[src/wkt_consts.svh]
`ifndef WKT_CONSTS_SVH
`define WKT_CONSTS_SVH
// register indices; byte address is four times the index
`define WKT_IDX_T3_RLD_HI 6'h1f
`define WKT_IDX_T3_RLD_LO 6'h20
`define WKT_IDX_T3_CNT_HI 6'h21
`define WKT_IDX_T3_CNT_LO 6'h22
`define WKT_IDX_CTRL 6'h23
`define WKT_IDX_WK_RLD_HI 6'h24
`define WKT_IDX_WK_RLD_LO 6'h25
`define WKT_IDX_WK_CNT_HI 6'h26
`define WKT_IDX_WK_CNT_LO 6'h27
// control register fields
`define WKT_CTRL_RUNNING 7
`define WKT_CTRL_STROBE 6
`define WKT_CTRL_TRIM 5
`define WKT_CTRL_SENSE 4
`define WKT_CTRL_RELOAD 3
`define WKT_CTRL_WAKE 2
`define WKT_CTRL_CLK_HI 1
`define WKT_CTRL_CLK_LO 0
// reset values
`define WKT_RST_BYTE 8'h00
`define WKT_RST_CTRL 6'h00
`define WKT_RST_CNT 16'h0000
// prescaler terminal counts (divide minus one)
`define WKT_DIV_1 5'h00
`define WKT_DIV_8 5'h07
`define WKT_DIV_16 5'h0f
`define WKT_DIV_32 5'h1f
`endif

[src/wkt_pkg.sv]
package wkt_pkg;
	// timer three phase
	typedef enum logic [1:0] {
		WKT_T3_IDLE,
		WKT_T3_COUNT,
		WKT_T3_SENSE
	} wkt_t3_phase_t;
	typedef logic [15:0] wkt_count_t;
endpackage

[src/wkt_timer.sv]
// Implementation choice: the APB slave port.
`timescale 1ns/1ns
`include "wkt_consts.svh"
module wkt_timer #(
	parameter int ADDR_W = 8
)(
	input wire logic i_sys_clk,
	input wire logic i_reset_n,
	input wire logic i_clk_en,
	input wire logic i_psel,
	input wire logic i_penable,
	input wire logic i_pwrite,
	input wire logic [ADDR_W-1:0] i_paddr,
	input wire logic [31:0] i_pwdata,
	output logic o_pready,
	output logic [31:0] o_prdata,
	output logic o_pslverr,
	input wire logic i_slow_oscillator,
	input wire logic i_t3_start,
	input wire logic i_t3_tick,
	input wire logic i_card_found,
	input wire logic i_card_absent,
	input wire logic i_irq_clear,
	output logic o_wake_timer_irq_flag,
	output logic o_wake_underflow,
	output logic o_trim_start,
	output logic o_card_sense_start,
	output logic o_wakeup,
	output logic o_card_irq,
	output logic o_stay_active,
	output logic o_power_down,
	output logic o_rf_field_on,
	output logic o_t3_underflow
);
	// elaboration check: the register map needs eight address bits
	if (ADDR_W < 8)
	begin
		$error("ADDR_W must be at least 8");
	end

	// prescaler terminal count for the selected division
	function automatic logic [4:0] div_limit(input logic [1:0] sel);
		logic [4:0] r;
		r = `WKT_DIV_1;
		unique case (sel)
			2'h0: r = `WKT_DIV_1;
			2'h1: r = `WKT_DIV_8;
			2'h2: r = `WKT_DIV_16;
			2'h3: r = `WKT_DIV_32;
		endcase
		return r;
	endfunction

	logic pready_q;
	logic [31:0] prdata_q;
	logic pslverr_q;
	logic [7:0] t3_rld_hi_q;
	logic [7:0] t3_rld_lo_q;
	logic [7:0] wk_rld_hi_q;
	logic [7:0] wk_rld_lo_q;
	logic [5:0] ctrl_q;
	logic running_q;
	wkt_pkg::wkt_count_t wk_cnt_q;
	wkt_pkg::wkt_count_t t3_cnt_q;
	wkt_pkg::wkt_t3_phase_t t3_phase_q;
	logic [4:0] div_q;
	logic osc_s1_q;
	logic osc_s2_q;
	logic osc_s3_q;
	logic irq_q;
	logic wk_uf_q;
	logic trim_q;
	logic sense_q;
	logic wake_q;
	logic card_irq_q;
	logic stay_q;
	logic pdown_q;
	logic rf_q;
	logic t3_uf_q;

	// bus decode
	wire logic [5:0] idx = i_paddr[7:2];
	wire logic access = i_psel & i_penable & ~pready_q;
	wire logic wr_fire = i_psel & i_penable & pready_q & i_pwrite & mapped;
	wire logic [7:0] wb = i_pwdata[7:0];
	wire logic wr_t3_hi = wr_fire & (idx == `WKT_IDX_T3_RLD_HI);
	wire logic wr_t3_lo = wr_fire & (idx == `WKT_IDX_T3_RLD_LO);
	wire logic wr_ctrl = wr_fire & (idx == `WKT_IDX_CTRL);
	wire logic wr_wk_hi = wr_fire & (idx == `WKT_IDX_WK_RLD_HI);
	wire logic wr_wk_lo = wr_fire & (idx == `WKT_IDX_WK_RLD_LO);
	wire logic mapped;
	assign mapped = (idx >= `WKT_IDX_T3_RLD_HI)
		&& (idx <= `WKT_IDX_WK_CNT_LO)
		&& ((i_paddr >> 8) == '0)
		&& (i_paddr[1:0] == 2'h0);

	// read mux; strobe bit always reads zero
	logic [7:0] rbyte;
	always_comb
	begin
		rbyte = 8'h00;
		unique case (idx)
			`WKT_IDX_T3_RLD_HI: rbyte = t3_rld_hi_q;
			`WKT_IDX_T3_RLD_LO: rbyte = t3_rld_lo_q;
			`WKT_IDX_T3_CNT_HI: rbyte = t3_cnt_q[15:8];
			`WKT_IDX_T3_CNT_LO: rbyte = t3_cnt_q[7:0];
			`WKT_IDX_CTRL: rbyte = {running_q, 1'b0, ctrl_q};
			`WKT_IDX_WK_RLD_HI: rbyte = wk_rld_hi_q;
			`WKT_IDX_WK_RLD_LO: rbyte = wk_rld_lo_q;
			`WKT_IDX_WK_CNT_HI: rbyte = wk_cnt_q[15:8];
			`WKT_IDX_WK_CNT_LO: rbyte = wk_cnt_q[7:0];
			default: rbyte = 8'h00;
		endcase
	end

	// run control requests from a strobed control write
	wire logic go = wr_ctrl & wb[`WKT_CTRL_STROBE] & wb[`WKT_CTRL_RUNNING];
	wire logic halt = wr_ctrl & wb[`WKT_CTRL_STROBE] & ~wb[`WKT_CTRL_RUNNING];

	// slow oscillator rising edge, read only after the second stage
	wire logic osc_edge = osc_s2_q & ~osc_s3_q;
	wire logic [4:0] lim = div_limit(ctrl_q[`WKT_CTRL_CLK_HI:`WKT_CTRL_CLK_LO]);
	wire logic tick = running_q & osc_edge & (div_q >= lim);
	wire logic wk_uf = tick & (wk_cnt_q == '0);
	wire logic keep_on = ctrl_q[`WKT_CTRL_RELOAD] | ctrl_q[`WKT_CTRL_SENSE];
	wire logic sense_go = wk_uf & ctrl_q[`WKT_CTRL_SENSE];
	wire logic t3_uf = (t3_phase_q != wkt_pkg::WKT_T3_IDLE) & i_t3_tick
		& (t3_cnt_q == '0);
	wire logic [15:0] wk_rld = {wk_rld_hi_q, wk_rld_lo_q};
	wire logic [15:0] t3_rld = {t3_rld_hi_q, t3_rld_lo_q};

	// bus answer: one wait cycle, registered data and error
	always_ff @(posedge i_sys_clk or negedge i_reset_n)
	begin
		if (!i_reset_n)
		begin
			pready_q <= 1'b0;
			prdata_q <= 32'h0000_0000;
			pslverr_q <= 1'b0;
		end
		else if (i_clk_en)
		begin
			pready_q <= access;
			if (access)
			begin
				prdata_q <= {24'h00_0000, rbyte};
				pslverr_q <= ~mapped;
			end
		end
	end

	// software registers, loaded only by mapped writes
	always_ff @(posedge i_sys_clk or negedge i_reset_n)
	begin
		if (!i_reset_n)
		begin
			t3_rld_hi_q <= `WKT_RST_BYTE;
			t3_rld_lo_q <= `WKT_RST_BYTE;
			wk_rld_hi_q <= `WKT_RST_BYTE;
			wk_rld_lo_q <= `WKT_RST_BYTE;
			ctrl_q <= `WKT_RST_CTRL;
		end
		else if (i_clk_en)
		begin
			if (wr_t3_hi)
				t3_rld_hi_q <= wb;
			if (wr_t3_lo)
				t3_rld_lo_q <= wb;
			if (wr_wk_hi)
				wk_rld_hi_q <= wb;
			if (wr_wk_lo)
				wk_rld_lo_q <= wb;
			if (wr_ctrl)
				ctrl_q <= wb[5:0];
		end
	end

	// oscillator synchroniser and edge stage
	always_ff @(posedge i_sys_clk or negedge i_reset_n)
	begin
		if (!i_reset_n)
		begin
			osc_s1_q <= 1'b0;
			osc_s2_q <= 1'b0;
			osc_s3_q <= 1'b0;
		end
		else if (i_clk_en)
		begin
			osc_s1_q <= i_slow_oscillator;
			osc_s2_q <= osc_s1_q;
			osc_s3_q <= osc_s2_q;
		end
	end

	// wake timer: prescaler, run state and count
	always_ff @(posedge i_sys_clk or negedge i_reset_n)
	begin
		if (!i_reset_n)
		begin
			running_q <= 1'b0;
			wk_cnt_q <= `WKT_RST_CNT;
			div_q <= 5'h00;
		end
		else if (i_clk_en)
		begin
			if (go)
			begin
				running_q <= 1'b1;
				wk_cnt_q <= wk_rld;
				div_q <= 5'h00;
			end
			else if (halt)
				running_q <= 1'b0;
			else if (running_q && osc_edge)
			begin
				div_q <= tick ? 5'h00 : div_q + 5'h01;
				if (wk_uf)
				begin
					wk_cnt_q <= keep_on ? wk_rld : wk_cnt_q;
					running_q <= keep_on;
				end
				else if (tick)
					wk_cnt_q <= wk_cnt_q - 16'h0001;
			end
		end
	end

	// timer three: started by its event or by card sensing
	always_ff @(posedge i_sys_clk or negedge i_reset_n)
	begin
		if (!i_reset_n)
		begin
			t3_phase_q <= wkt_pkg::WKT_T3_IDLE;
			t3_cnt_q <= `WKT_RST_CNT;
		end
		else if (i_clk_en)
		begin
			if (sense_go || i_t3_start)
			begin
				t3_cnt_q <= t3_rld;
				t3_phase_q <= sense_go ? wkt_pkg::WKT_T3_SENSE
					: wkt_pkg::WKT_T3_COUNT;
			end
			else if (t3_uf)
				t3_phase_q <= wkt_pkg::WKT_T3_IDLE;
			else if (t3_phase_q != wkt_pkg::WKT_T3_IDLE && i_t3_tick)
				t3_cnt_q <= t3_cnt_q - 16'h0001;
		end
	end

	// event outputs and sticky interrupt flag
	always_ff @(posedge i_sys_clk or negedge i_reset_n)
	begin
		if (!i_reset_n)
		begin
			irq_q <= 1'b0;
			wk_uf_q <= 1'b0;
			trim_q <= 1'b0;
			sense_q <= 1'b0;
			wake_q <= 1'b0;
			card_irq_q <= 1'b0;
			stay_q <= 1'b0;
			pdown_q <= 1'b0;
			rf_q <= 1'b0;
			t3_uf_q <= 1'b0;
		end
		else if (i_clk_en)
		begin
			irq_q <= wk_uf | (irq_q & ~i_irq_clear);
			wk_uf_q <= wk_uf;
			trim_q <= wk_uf & ctrl_q[`WKT_CTRL_TRIM];
			sense_q <= sense_go;
			wake_q <= wk_uf & ctrl_q[`WKT_CTRL_WAKE];
			card_irq_q <= i_card_found;
			if (i_card_found)
				stay_q <= ~ctrl_q[`WKT_CTRL_WAKE];
			else if (sense_go)
				stay_q <= 1'b0;
			pdown_q <= i_card_absent & ctrl_q[`WKT_CTRL_WAKE];
			rf_q <= (t3_phase_q == wkt_pkg::WKT_T3_SENSE) & ~t3_uf;
			t3_uf_q <= t3_uf;
		end
	end

	assign o_pready = pready_q;
	assign o_prdata = prdata_q;
	assign o_pslverr = pslverr_q;
	assign o_wake_timer_irq_flag = irq_q;
	assign o_wake_underflow = wk_uf_q;
	assign o_trim_start = trim_q;
	assign o_card_sense_start = sense_q;
	assign o_wakeup = wake_q;
	assign o_card_irq = card_irq_q;
	assign o_stay_active = stay_q;
	assign o_power_down = pdown_q;
	assign o_rf_field_on = rf_q;
	assign o_t3_underflow = t3_uf_q;
endmodule

[config.mk]
export PLATFORM = sky130hd
export DESIGN_NAME = wkt_timer
export DESIGN_NICKNAME = d
export VERILOG_FILES = /design/src/wkt_pkg.sv /design/src/wkt_timer.sv
export VERILOG_INCLUDE_DIRS = /design/src
export SDC_FILE = /design/constraint.sdc
export NUM_CORES = 1
export LEC_CHECK = 0
export BUFFER_PORTS_ARGS = -buffer_cell sky130_fd_sc_hd__buf_2
export CORE_MARGIN = 1.5
export CORE_UTILIZATION = 50
export DETAILED_ROUTE_END_ITERATION = 10
export PLACE_DENSITY_LB_ADDON = 0.05
export SYNTH_ARGS = -nofsm -noshare
export SYNTH_HDL_FRONTEND = slang
export SYNTH_SLANG_ARGS = --single-unit
[constraint.sdc]
create_clock -name i_sys_clk -period 4.75 [get_ports i_sys_clk]
set_clock_uncertainty 0.05 [all_clocks]
set_input_delay 0.95 -clock i_sys_clk [delete_from_list [all_inputs] [get_ports i_sys_clk]]
set_output_delay 0.95 -clock i_sys_clk [all_outputs]
set_load 0.01 [all_outputs]
# --- Word level (Yosys, flattened, before mapping) ---
# Cells that the tools add are included.
word_totals:
  ff_bits: 101
  latchBits: 0
  ramBits: 0
  romBits: 0
  input_bits: 52
  out_inout_bits: 44
  word_cells: 135
  memories: 0
classes:
  addsub: 3
  multipliers: 0
  n_div: 0
  n_lt_le_gt_ge: 3
  eq_ne: 16
  shifts: 0
  mux: 24
  bitwise: 34
  reduce_logical: 29
ops:
  columns: ["cell", "n"]
  rows:
  - ["16-bit 2-to-1 mux", 9]
  - ["8-bit case mux with 9 select lines", 1]
  - ["6-bit == test, second input constant", 8]
  - ["16-bit zero test", 2]
  - ["16-bit by 1-bit subtractor with 16-bit output, second input constant", 2]
  - ["1-bit bitwise AND", 25]
  - ["5-bit 2-to-1 mux", 4]
  - ["5-bit case mux with 4 select lines", 1]
  - ["2-bit AND reduction", 8]
  - ["2-bit nonzero test", 5]
  - ["3-bit AND reduction", 3]
  - ["3-bit nonzero test", 3]
  - ["1-bit NOT", 7]
  - ["2-bit == test, second input constant", 3]
  - ["6-bit by 5-bit == test with 1-bit output, second input constant", 1]
  - ["6-bit by 5-bit greater-or-equal comparator with 1-bit output, second input constant", 1]
  - ["6-bit less-or-equal comparator, second input constant", 1]
  - ["1-bit 2-to-1 mux", 6]
  - ["2-bit 2-to-1 mux", 3]
  - ["5-bit by 1-bit adder with 5-bit output, second input constant", 1]
  - ["5-bit greater-or-equal comparator", 1]
  - ["5-bit AND reduction", 1]
  - ["1-bit logical AND", 4]
  - ["2-bit zero test", 2]
  - ["other kinds (6)", 7]

# --- Depth between registers and ports, before layout ---
# Gate-level depths: netlist of run 1.
logic_depth:
  depth_word: 9
  ltp_mapped: 11
  mapped_depth_nobuf: 9

# --- Worst setup path before layout of run 1 ---
# No wires, ideal clock.
synth_path:
  path_type: "input-to-reg"
  start: "input port i_paddr[5]"
  end: "register wk_rld_hi_q[0]"
  setup_ps: 125
  t_arrival_ps: 2694
  t_required_ps: 4575
  path_slack_ps: 1881
  cell_stages: 8
  n_path_buf: 2
  path_cell_list: "or3b_1 buf_2 o32ai_4 and3_1 buf_2 nand2_2 nor2_4 mux2_2"
synth_via:
  elab_chain_len: 6
  elab_cells_between_ends: 8
  classes_between: "order compare (2); eq/ne (1); bitwise (2); reduce/logical (3)"
synth_rtl:
  columns: ["element", "line", "text"]
  rows:
  - ["from (decl)", "wkt_timer.sv:13", "input wire logic [ADDR_W-1:0] i_paddr,"]
  - ["6-bit by 5-bit greater-or-equal comparator with 1-bit output (no source line) or 6-bit less-or-equal comparator (tied branches)", null, null]
  - ["1-bit logical AND (2 in a row)", "wkt_timer.sv:92", "assign mapped = (idx >= `WKT_IDX_T3_RLD_HI)"]
  - ["1-bit bitwise AND", "wkt_timer.sv:84", "wire logic wr_fire = i_psel & i_penable & pready_q & i_pwrite & mapped;"]
  - ["1-bit bitwise AND (*)", "wkt_timer.sv:89", "wire logic wr_wk_hi = wr_fire & (idx == `WKT_IDX_WK_RLD_HI);"]
  - ["2-bit AND reduction (no source line) (*)", null, null]
  - ["to (signal assigned)", "wkt_timer.sv:159", "wk_rld_hi_q <= `WKT_RST_BYTE;"]
  - ["to (signal assigned)", "wkt_timer.sv:170", "wk_rld_hi_q <= wb;"]
  - ["to (decl)", "wkt_timer.sv:59", "logic [7:0] wk_rld_hi_q;"]
# Every way passes the cells marked *; elsewhere a longest branch is shown, timed or not.
# A chain may end at the register's enable or synchronous reset.

# --- Final worst setup path of run 1 ---
layout_path:
  start: "input port i_paddr[5]"
  end: "register wk_cnt_q[14]"
layout_via:
  elab_chain_len: 9
  elab_cells_between_ends: 16
  classes_between: "order compare (2); eq/ne (3); mux (1); bitwise (5); reduce/logical (5)"
layout_rtl:
  columns: ["element", "line", "text"]
  rows:
  - ["6-bit by 5-bit greater-or-equal comparator with 1-bit output (no source line) or 6-bit less-or-equal comparator (tied branches)", null, null]
  - ["1-bit logical AND (2 in a row)", "wkt_timer.sv:92", null]
  - ["1-bit bitwise AND", "wkt_timer.sv:84", null]
  - ["1-bit bitwise AND (*)", "wkt_timer.sv:88", "wire logic wr_ctrl = wr_fire & (idx == `WKT_IDX_CTRL);"]
  - ["1-bit bitwise AND (*)", "wkt_timer.sv:117, wkt_timer.sv:118", null]
  - ["1-bit bitwise AND (on tied branches)", "wkt_timer.sv:117, wkt_timer.sv:118", null]
  - ["3-bit by 2-bit != test with 1-bit output (no source line) (tied with other cells)", null, null]
  - ["5-bit AND reduction (no source line)", null, null]
  - ["to (signal assigned)", "wkt_timer.sv:201", "wk_cnt_q <= `WKT_RST_CNT;"]
  - ["to (signal assigned)", "wkt_timer.sv:209", "wk_cnt_q <= wk_rld;"]
  - ["to (signal assigned)", "wkt_timer.sv:219", "wk_cnt_q <= keep_on ? wk_rld : wk_cnt_q;"]
  - ["to (decl)", "wkt_timer.sv:63", "wkt_pkg::wkt_count_t wk_cnt_q;"]
# Marks and branches as above.

==> flow_summary.toml, run 1 <==
[route]
ant_nets = 0
vias = 5177
finalWirelength_um = 17100
m1WireLength_um = 8050
avgRoutedWirePerCell_um = 20.58
drtIter0Drc = 419
via_per_inst = 6.230
drc_errors = 0
met3_wirelength_um = 1083
route.met2.wl_um = 7674
firstDrtPassIters = 5
top_layer_used = "met4"

[timing]
finalCriticalPeriod_ps = 3258
fin_tns_setup_ps = 0
slew_headroom = 0.3315
finalWorstSetupSlack_ps = 1492
finalCritPeriodShare = 0.6860
hold_violations = 0
slew_viol_final = 0
finalSetupViolCount = 0
worstMarginPinSlew_ps = 1003
whs_ps = 431.4
fmax_mhz = 306.9
rsz0062_at_grt = "false"

[synthesis]
synth_top_cell_by_area = "dfrtp_1"
synth_cell_types = 84
postSynthCellCount = 649
yosysMostFrequentCell = "dfrtp_1"
yosysSeqAreaShare = 0.4090
synth_commonest_cells = "dfrtp_1 (101), nand2_1 (60), nor2_1 (50), mux2_2 (46), o21ai_0 (40)"
netlist_area_sq_mm = 0.006180
ys_ff_latch = 101
async_reset_ff_frac = 1.000
synth_top_area_frac = 0.4090
yosys_warnings = 0
synth_area_per_cell_sq_um = 9.522
synthTopCellsByArea = "dfrtp_1 (41%), mux2_2 (8.4%), nand2_1 (3.6%)"
ys.flop_type = "dfrtp_1"
synth_edf_count = 0

[clock_tree]
cts_tree = "done"
cts.repair.resized = 0
insertion_delay_ps = 360
htree_levels = 3
cts_setup_buffers = 0
cts.sinks = 101
clk_path_buf_depth = 2
cts_buffers = 9
hold_buffers = 0
root_buffer = "clkbuf_16"
path_clk_slew_ps = 70

[place]
post-place-ws_ps = 1191
dp_hpwl_um = 12240
place_congestion = 0.8729
io_buffers = 47

[floorplanning]
io_pins = 96
die_h_um = 114.2
core_area_sq_mm = 0.01201
fp.dieW_um = 114.2
initial_core_util = 0.5145
die_area_sq_mm = 0.01303
row_count = 40

[cells_and_area]
finish.utilization = 0.5599
layout-drive-gt1-share = 0.2091
n_fill_cell = 1116
final_nets = 738
syn_to_final_growth_pct = 8.828
multiInputGateArea_sq_mm = 0.003321
antennaDiodeCount = 0
regArea_sq_mm = 0.002527

[critical_path]
ff2ff_setup_slack_ps = 1590
cp-start-kind = "input port"
end_kind = "flop"
required_ps = 4900
crit_fanout = 15
cp_data_arrival_time_ps = 3410
critPathKind = "input port to flop"

[global_route]
grt_use_total = 0.2774
grt_pass1_wl_um = 27590
antenna_found_initial = 0
grt_pass1_vias = 5000
grt_overflow = 0
grt_max_degree = 77

[pwr]
ir_drop_v = 0.0001679
power_mw = 1.924
power-per-cell-area_mw_per_mm2 = 286.0
leakage_nw = 3.078

[flow_run]
drv_cap = 0

[run_status]
outcome = "finished, final reports clean"

[hold_path]
hp-class = "flop to flop"
-- critical path, cell delays in order --
cell     delay, ps
buf_2          110
or3b_1         570
nor3_4         420
nand3_2        400
o21ai_2        170
and2_1         580
o32ai_1        200
-- per-stage QoR --
| stage | std cells | area, sq um |
|---|---|---|
| global placement | 815 | 6397 |
| detailed placement | 815 | 6397 |
| global route | 831 | 6725 |
| finish | 831 | 6725 |
| CTS | 831 | 6725 |
| floorplan | 672 | 6266 |
-- worst paths after layout --
kind | start | end | cells after the start
min in group asynchronous | i_reset_n | o_card_irq | 1
worst min-delay path | o_stay_active | o_stay_active | 1
worst max register to register | ctrl_q[1] | t3_cnt_q[4] | 9
max in group asynchronous | i_reset_n | wk_rld_lo_q[6] | 2
worst max-delay path | i_paddr[5] | wk_cnt_q[14] | 7
worst min register to register | o_stay_active | o_stay_active | 1
-- kinds of logic after synthesis --
logic type	synth area share
xor gates and xnor gates	0.007086
buffers and inverters	0.06762
AOI/OAI and AO/OA	0.1905
DFF	0.4090
adders and majority gates	0.01417
muxes	0.1085
other	0.0006068
and+or+nand+nor	0.2025
-- sequential cells by signal (all words and copies together), names as in the netlist, 6 cells and up --
signal,count
wk_cnt_q,16
wk_rld_hi_q,8
t3_rld_lo_q,8
o_prdata,8
ctrl_q,6
t3_rld_hi_q,8
t3_cnt_q,16
wk_rld_lo_q,8
-- cell usage in the layout, fill, tap and decap left out, drive strengths merged, types with 6 or more instances in the layout --
master | netlist | layout
nand2 | 63 | 63
and3 | 6 | 6
o22ai | 8 | 8
nand4 | 12 | 12
a221o | 7 | 7
nor3 | 17 | 17
a31oi | 8 | 8
o32ai | 6 | 6
nor4 | 10 | 10
inv | 25 | 25
nor2 | 51 | 51
buf | 37 | 51
a22oi | 13 | 13
conb | 1 | 24
nand3 | 26 | 26
clkbuf | 18 | 13
mux2 | 46 | 46
o211ai | 12 | 12
o21ai | 44 | 44
nor3b | 6 | 6
ha | 7 | 7
mux2i | 13 | 13
a21oi | 30 | 30
dfrtp | 101 | 101
-- report_power, final --
part           leakage (nW)  total (mW)  switching [mW]  internal (mW)
logic                  1.59       0.181           0.121         0.0604
clock network         0.156       0.820           0.329          0.491
registers              1.33       0.922          0.0378          0.884
total                  3.08        1.92           0.487           1.44
-- layout make-up --
cell class                 count  share of cell area
multi-input combinational    490              0.4938
inverter                      26             0.01451
clock buffer                  13             0.03870
clock inverter                 3             0.01005
sequential                   101              0.3758
tap                          147             0.02735
timing repair buffer          51             0.03981
-- layer usage --
layer	global-route usage	up-vias
met5	0	-
met4	0.07250	0
met3	0.05982	20
met2	0.4241	185
met1	0.4013	2546
li1	-	2426
Power figures use the tool's default switching activity.
==> inputs of run 2 (changes only) <==
clock period = 3.08 ns   (was 4.75 ns; I/O delays follow)
==> run 2 against run 1 <==
  * Count of clock-buffer cells in the layout is 3 lower
  * Critical endpoint is now t3_cnt_q[4]
  * Worst setup slack worse by 1300 ps
  * Critical path type is now flop to flop
  * Critical path depth is 1 higher
  * Highest routed layer unchanged
  * Die area unchanged
  * Largest power group unchanged
  * Flip-flop and latch count stayed put
  * Sequential share of layout area decreased by 1.4 points
  * Clock power rose by 40%
  * Register-to-register slack worse by 1400 ps
  * Total power is 49% higher
  * Final area grew 3.8%
  * Combinational power rose by 65%
  * Global-route usage is 1.1 points higher
==> flow_summary.toml, run 2 (same netlist as run 1, synthesis figures left out) <==
[run_status]
outcome = "finished, final reports clean"

[timing]
slew_headroom = 0.4606
finalCritPeriodShare = 0.9322
whs_ps = 226.0
hold_violations = 0
fin_tns_setup_ps = 0
slew_viol_final = 0
fmax_mhz = 348.3
finalSetupViolCount = 0
rsz0062_at_grt = "false"
worstMarginPinSlew_ps = 801.8
finalCriticalPeriod_ps = 2871

[route]
via_per_inst = 6.211
firstDrtPassIters = 5
vias = 5391
avgRoutedWirePerCell_um = 20.56
drtIter0Drc = 548
ant_nets = 0
drc_errors = 0
finalWirelength_um = 17850

[cells_and_area]
syn_to_final_growth_pct = 12.96
layout_commonest_cell = "dfrtp_1"
top_regs = "t3_cnt_q: 16 flops, wk_cnt_q: 16 flops"
antennaDiodeCount = 0
layout-drive-gt1-share = 0.2510
n_fill_cell = 1063
final_cell_mix = "dfrtp_1 (101), nand2_1 (60), nor2_1 (50)"
finalNonFillerCells = 868
finish.utilization = 0.5811
final_nets = 775

[clock_tree]
htree_levels = 3
cts_tree = "done"
cts.sinks = 101
insertion_delay_ps = 360
cts_buffers = 9
root_buffer = "clkbuf_16"
hold_buffers = 0
path_clk_slew_ps = 70
clk_path_buf_depth = 2
cts.repair.resized = 0
cts_setup_buffers = 0

[place]
place_congestion = 0.9150
io_buffers = 47
dp_cells = 852
dp_hpwl_um = 13280

[global_route]
antenna_found_initial = 0
grt_overflow = 0
grt_use_total = 0.2887
grt_pass1_vias = 5099
grt_max_degree = 58
grt_pass1_wl_um = 28400

[critical_path]
cp-start-kind = "flop"
slowest_delay_ps = 520
crit_fanout = 12
critPathKind = "flop to flop"
cp_data_arrival_time_ps = 3080
cp_slowest_cell = "or4b_1"
crit_chain = "inv_1, ha_1, or4b_1, nor4_4, nand2_1, o21bai_2, nor2_1, a311oi_1"
end_kind = "flop"
required_ps = 3290
path_delay_family = "simple AND/OR/NAND/NOR gates"
worstPathBufferInverterCount = 1

[flow_run]
drv_cap = 0

[hold_path]
hp-class = "input port to asynchronous set/reset pin"

[floorplanning]
row_count = 40
die_area_sq_mm = 0.01303
initial_core_util = 0.5145
io_pins = 96
die_h_um = 114.2
fp.dieW_um = 114.2
core_area_sq_mm = 0.01201

[pwr]
power-per-cell-area_mw_per_mm2 = 411.5
ir_drop_v = 0.0002966
leakage_nw = 3.242
## run 2: changes by cell type in the layout (fill, tap and decap cells not counted), sizes merged
| cell | previous run | this run |
|---|---|---|
| bufinv | 2 | 1 |
| clkinvlp | 1 | 2 |
| buf | 51 | 88 |
| clkbuf | 13 | 10 |
| clkinv | 1 | 4 |
## run 2: worst paths after layout
path / startpoint / endpoint / slack (ps) / cells after the start
setup reg to reg: wk_cnt_q[0] / t3_cnt_q[4] / 210 / 8
hold / removal: i_reset_n / wk_cnt_q[5] / 230 / 1
max in group asynchronous: i_reset_n / t3_rld_lo_q[2] / 2020 / 2
setup / recovery: wk_cnt_q[0] / t3_cnt_q[4] / 210 / 8
hold reg to reg: o_t3_underflow / o_t3_underflow / 430 / 1
min in group i_sys_clk: o_t3_underflow / o_t3_underflow / 430 / 1
## run 2: routing by layer
layer | GRT usage | part of all wire | vias up
met3 | 0.06353 | 0.074 | 27
met1 | 0.4212 | 0.47 | 2625
met4 | 0.09333 | 0.021 | 0
met2 | 0.4273 | 0.44 | 249
li1 | - | - | 2490
met5 | 0 | 0 | -
## run 2: worst reg2reg max path, delay by kind of cell (launching register included)
family | cells | cell delay, ps
DFF | 1 | 430
buffers and inverters | 1 | 110
and+or+nand+nor | 4 | 1150
adders and majority gates | 1 | 260
AOI/OAI and AO/OA | 2 | 770
## run 2: cell type report
type                            count  area (sq um)  area share
Clock buffer                       10         229.0     0.03280
Timing Repair Buffer               88         558.0     0.07994
Sequential cell                   101          2527      0.3621
Multi-Input combinational cell    490          3321      0.4757
Tap cell                          147         183.9     0.02635
Inverter                           26         97.59     0.01398
Clock inverter                      6         63.81    0.009141
## run 2: metrics by stage
| step | power (mW) | setup WS, ps | area (sq um) |
|---|---|---|---|
| 2_1_floorplan | 1.623 | 545.2 | 6266 |
| 3_3_place_gp | 1.736 | 255.7 | 6688 |
| 3_5_place_dp | 1.743 | 220.6 | 6688 |
| 4_1_cts | 2.894 | 191.1 | 6980 |
| 5_1_grt | 2.992 | 37.14 | 6980 |
| 6_report | 2.872 | 208.7 | 6980 |
## run 2: power breakdown
group          total, mW  internal, mW  switching, mW
combinational      0.298         0.108          0.190
clock               1.15         0.629          0.522
sequential          1.42          1.36         0.0584
total               2.87          2.10          0.771
==> inputs of run 3 (changes only) <==
MAX_ROUTING_LAYER = met4   (was unset)
clock period = 2.4 ns   (was 3.08 ns; I/O delays follow)
==> run 3 against run 2 <==
  * The flow now finishes with violations (negative setup slack)
  * Count of clock-buffer cells in the layout is the same
  * Via count up 5.1%
  * Clock power is 37% higher
  * Routed wire length is 5.0% higher
  * Maximum frequency grew 15%
  * Critical path depth grew 2
  * Total power is 34% higher
  * Largest power group unchanged
  * Die area is the same
  * Non-clock buffer count is 61 higher
  * Core utilization rose by 7.4 points
  * Final area rose by 13%
  * Hold slack worse by 210 ps
==> flow_summary.toml, run 3 (same netlist as run 1, synthesis figures left out) <==
[route]
firstDrtPassIters = 5
finalWirelength_um = 18730
m1WireLength_um = 8760
ant_nets = 0
route.met2.wl_um = 8409
top_layer_used = "met4"
met3_wirelength_um = 1233
avgRoutedWirePerCell_um = 20.17
via_per_inst = 6.100
drc_errors = 0
vias = 5667
drtIter0Drc = 573

[timing]
finalWorstSetupSlack_ps = -91.04
fmax_mhz = 401.4
finalSetupViolCount = 25
finalCritPeriodShare = 1.038
slew_headroom = 0.6281
worstMarginPinSlew_ps = 556.5
finalCriticalPeriod_ps = 2491
slew_viol_final = 0
hold_violations = 0
rsz0062_at_grt = "true"

[clock_tree]
path_clk_slew_ps = 70
cts_buffers = 9
clk_path_buf_depth = 2
root_buffer = "clkbuf_16"
cts.sinks = 101
cts_tree = "done"
insertion_delay_ps = 350
hold_buffers = 0
htree_levels = 3

[place]
dp_hpwl_um = 13890
dp_cells = 904
place_congestion = 0.9411
io_buffers = 47

[global_route]
grt_max_degree = 47
grt_use_total = 0.3070
grt_pass1_vias = 5348
grt_overflow = 0
grt_pass1_wl_um = 29490
antenna_found_initial = 0

[cells_and_area]
top_regs = "t3_cnt_q: 16 flops, wk_cnt_q: 16 flops"
syn_to_final_growth_pct = 27.31
layout_commonest_cell = "dfrtp_1"
layout-drive-gt1-share = 0.3606
final_nets = 836
antennaDiodeCount = 0
final_cell_mix = "dfrtp_1 (101), buf_4 (78), nand2_1 (59)"
finalNonFillerCells = 929
finish.utilization = 0.6550

[critical_path]
rr_worst_depth = 10
cp-start-kind = "flop"
crit_fanout = 8
end_kind = "flop"
required_ps = 2580
critPathKind = "flop to flop"
ff2ff_setup_slack_ps = -90
cp_data_arrival_time_ps = 2680

[pwr]
power_mw = 3.857
leakage_nw = 3.656
ir_drop_v = 0.0003386
power-per-cell-area_mw_per_mm2 = 490.2

[floorplanning]
initial_core_util = 0.5145
fp.dieW_um = 114.2
die_area_sq_mm = 0.01303
io_pins = 96
row_count = 40
core_area_sq_mm = 0.01201
die_h_um = 114.2

[run_status]
violations = "negative setup slack"
outcome = "finished, violations left"

[hold_path]
hp-class = "input port to asynchronous set/reset pin"

[flow_run]
drv_cap = 0
[run 3: critical path, stage by stage (launching register included)]
cell and delay, ps:
dfrtp_1 390, nor2_2 150, inv_1 60, ha_1 290, nand2b_4 130, a221o_1 360
a22oi_4 250, buf_6 160, o21ai_4 110, buf_6 140, a221o_1 290
[run 3: timing repair]
action / CTS / global route
endpoints found under the setup margin: 31 / 44
setup buffers: 9 / 1
resized for setup: 53 / 25
pin swaps: 25 / 23
[run 3: final cells by class]
cell class	instances	area [sq um]
multi-input cells	490	3598
repair buffers	149	1145
fillers	986	4144
inverters	26	97.59
clock inverters	6	86.33
well taps	147	183.9
flip-flops and latches	101	2527
clock buffers	10	229.0
[run 3: per-stage QoR]
step | instance area, sq um | hold WS [ps] | setup slack, ps | TNS [ps]
after CTS | 7750 | 30.48 | -99.64 | -431.3
after floorplan | 6269 | 134.4 | 1.172 | 0
final | 7868 | 20.44 | -91.04 | -1114
after global routing | 7868 | 50.05 | -197.9 | -5088
after global placement | 7143 | 398.7 | -199.9 | -4391
after detailed placement | 7143 | 407.7 | -210.6 | -6291
[run 3: routing by layer]
layer,GRT usage,up-vias
met2,0.4494,224
met4,0.07667,0
met3,0.05982,24
li1,-,2611
met1,0.4393,2808
met5,-,-
[run 3: power by group]
group / internal, mW / switching [mW] / leakage [nW]
sequential: 1.75 / 0.0790 / 1.33
clock: 0.915 / 0.664 / 0.153
combinational: 0.181 / 0.267 / 2.17
[run 3: final timing paths]
kind,start,endpoint
max,ctrl_q[0],t3_cnt_q[10]
min,i_reset_n,wk_cnt_q[6]
max reg2reg,ctrl_q[0],t3_cnt_q[10]
min reg2reg,o_stay_active,o_stay_active
max in group asynchronous,i_reset_n,o_prdata[5]
min in group i_sys_clk,i_slow_oscillator,osc_s1_q
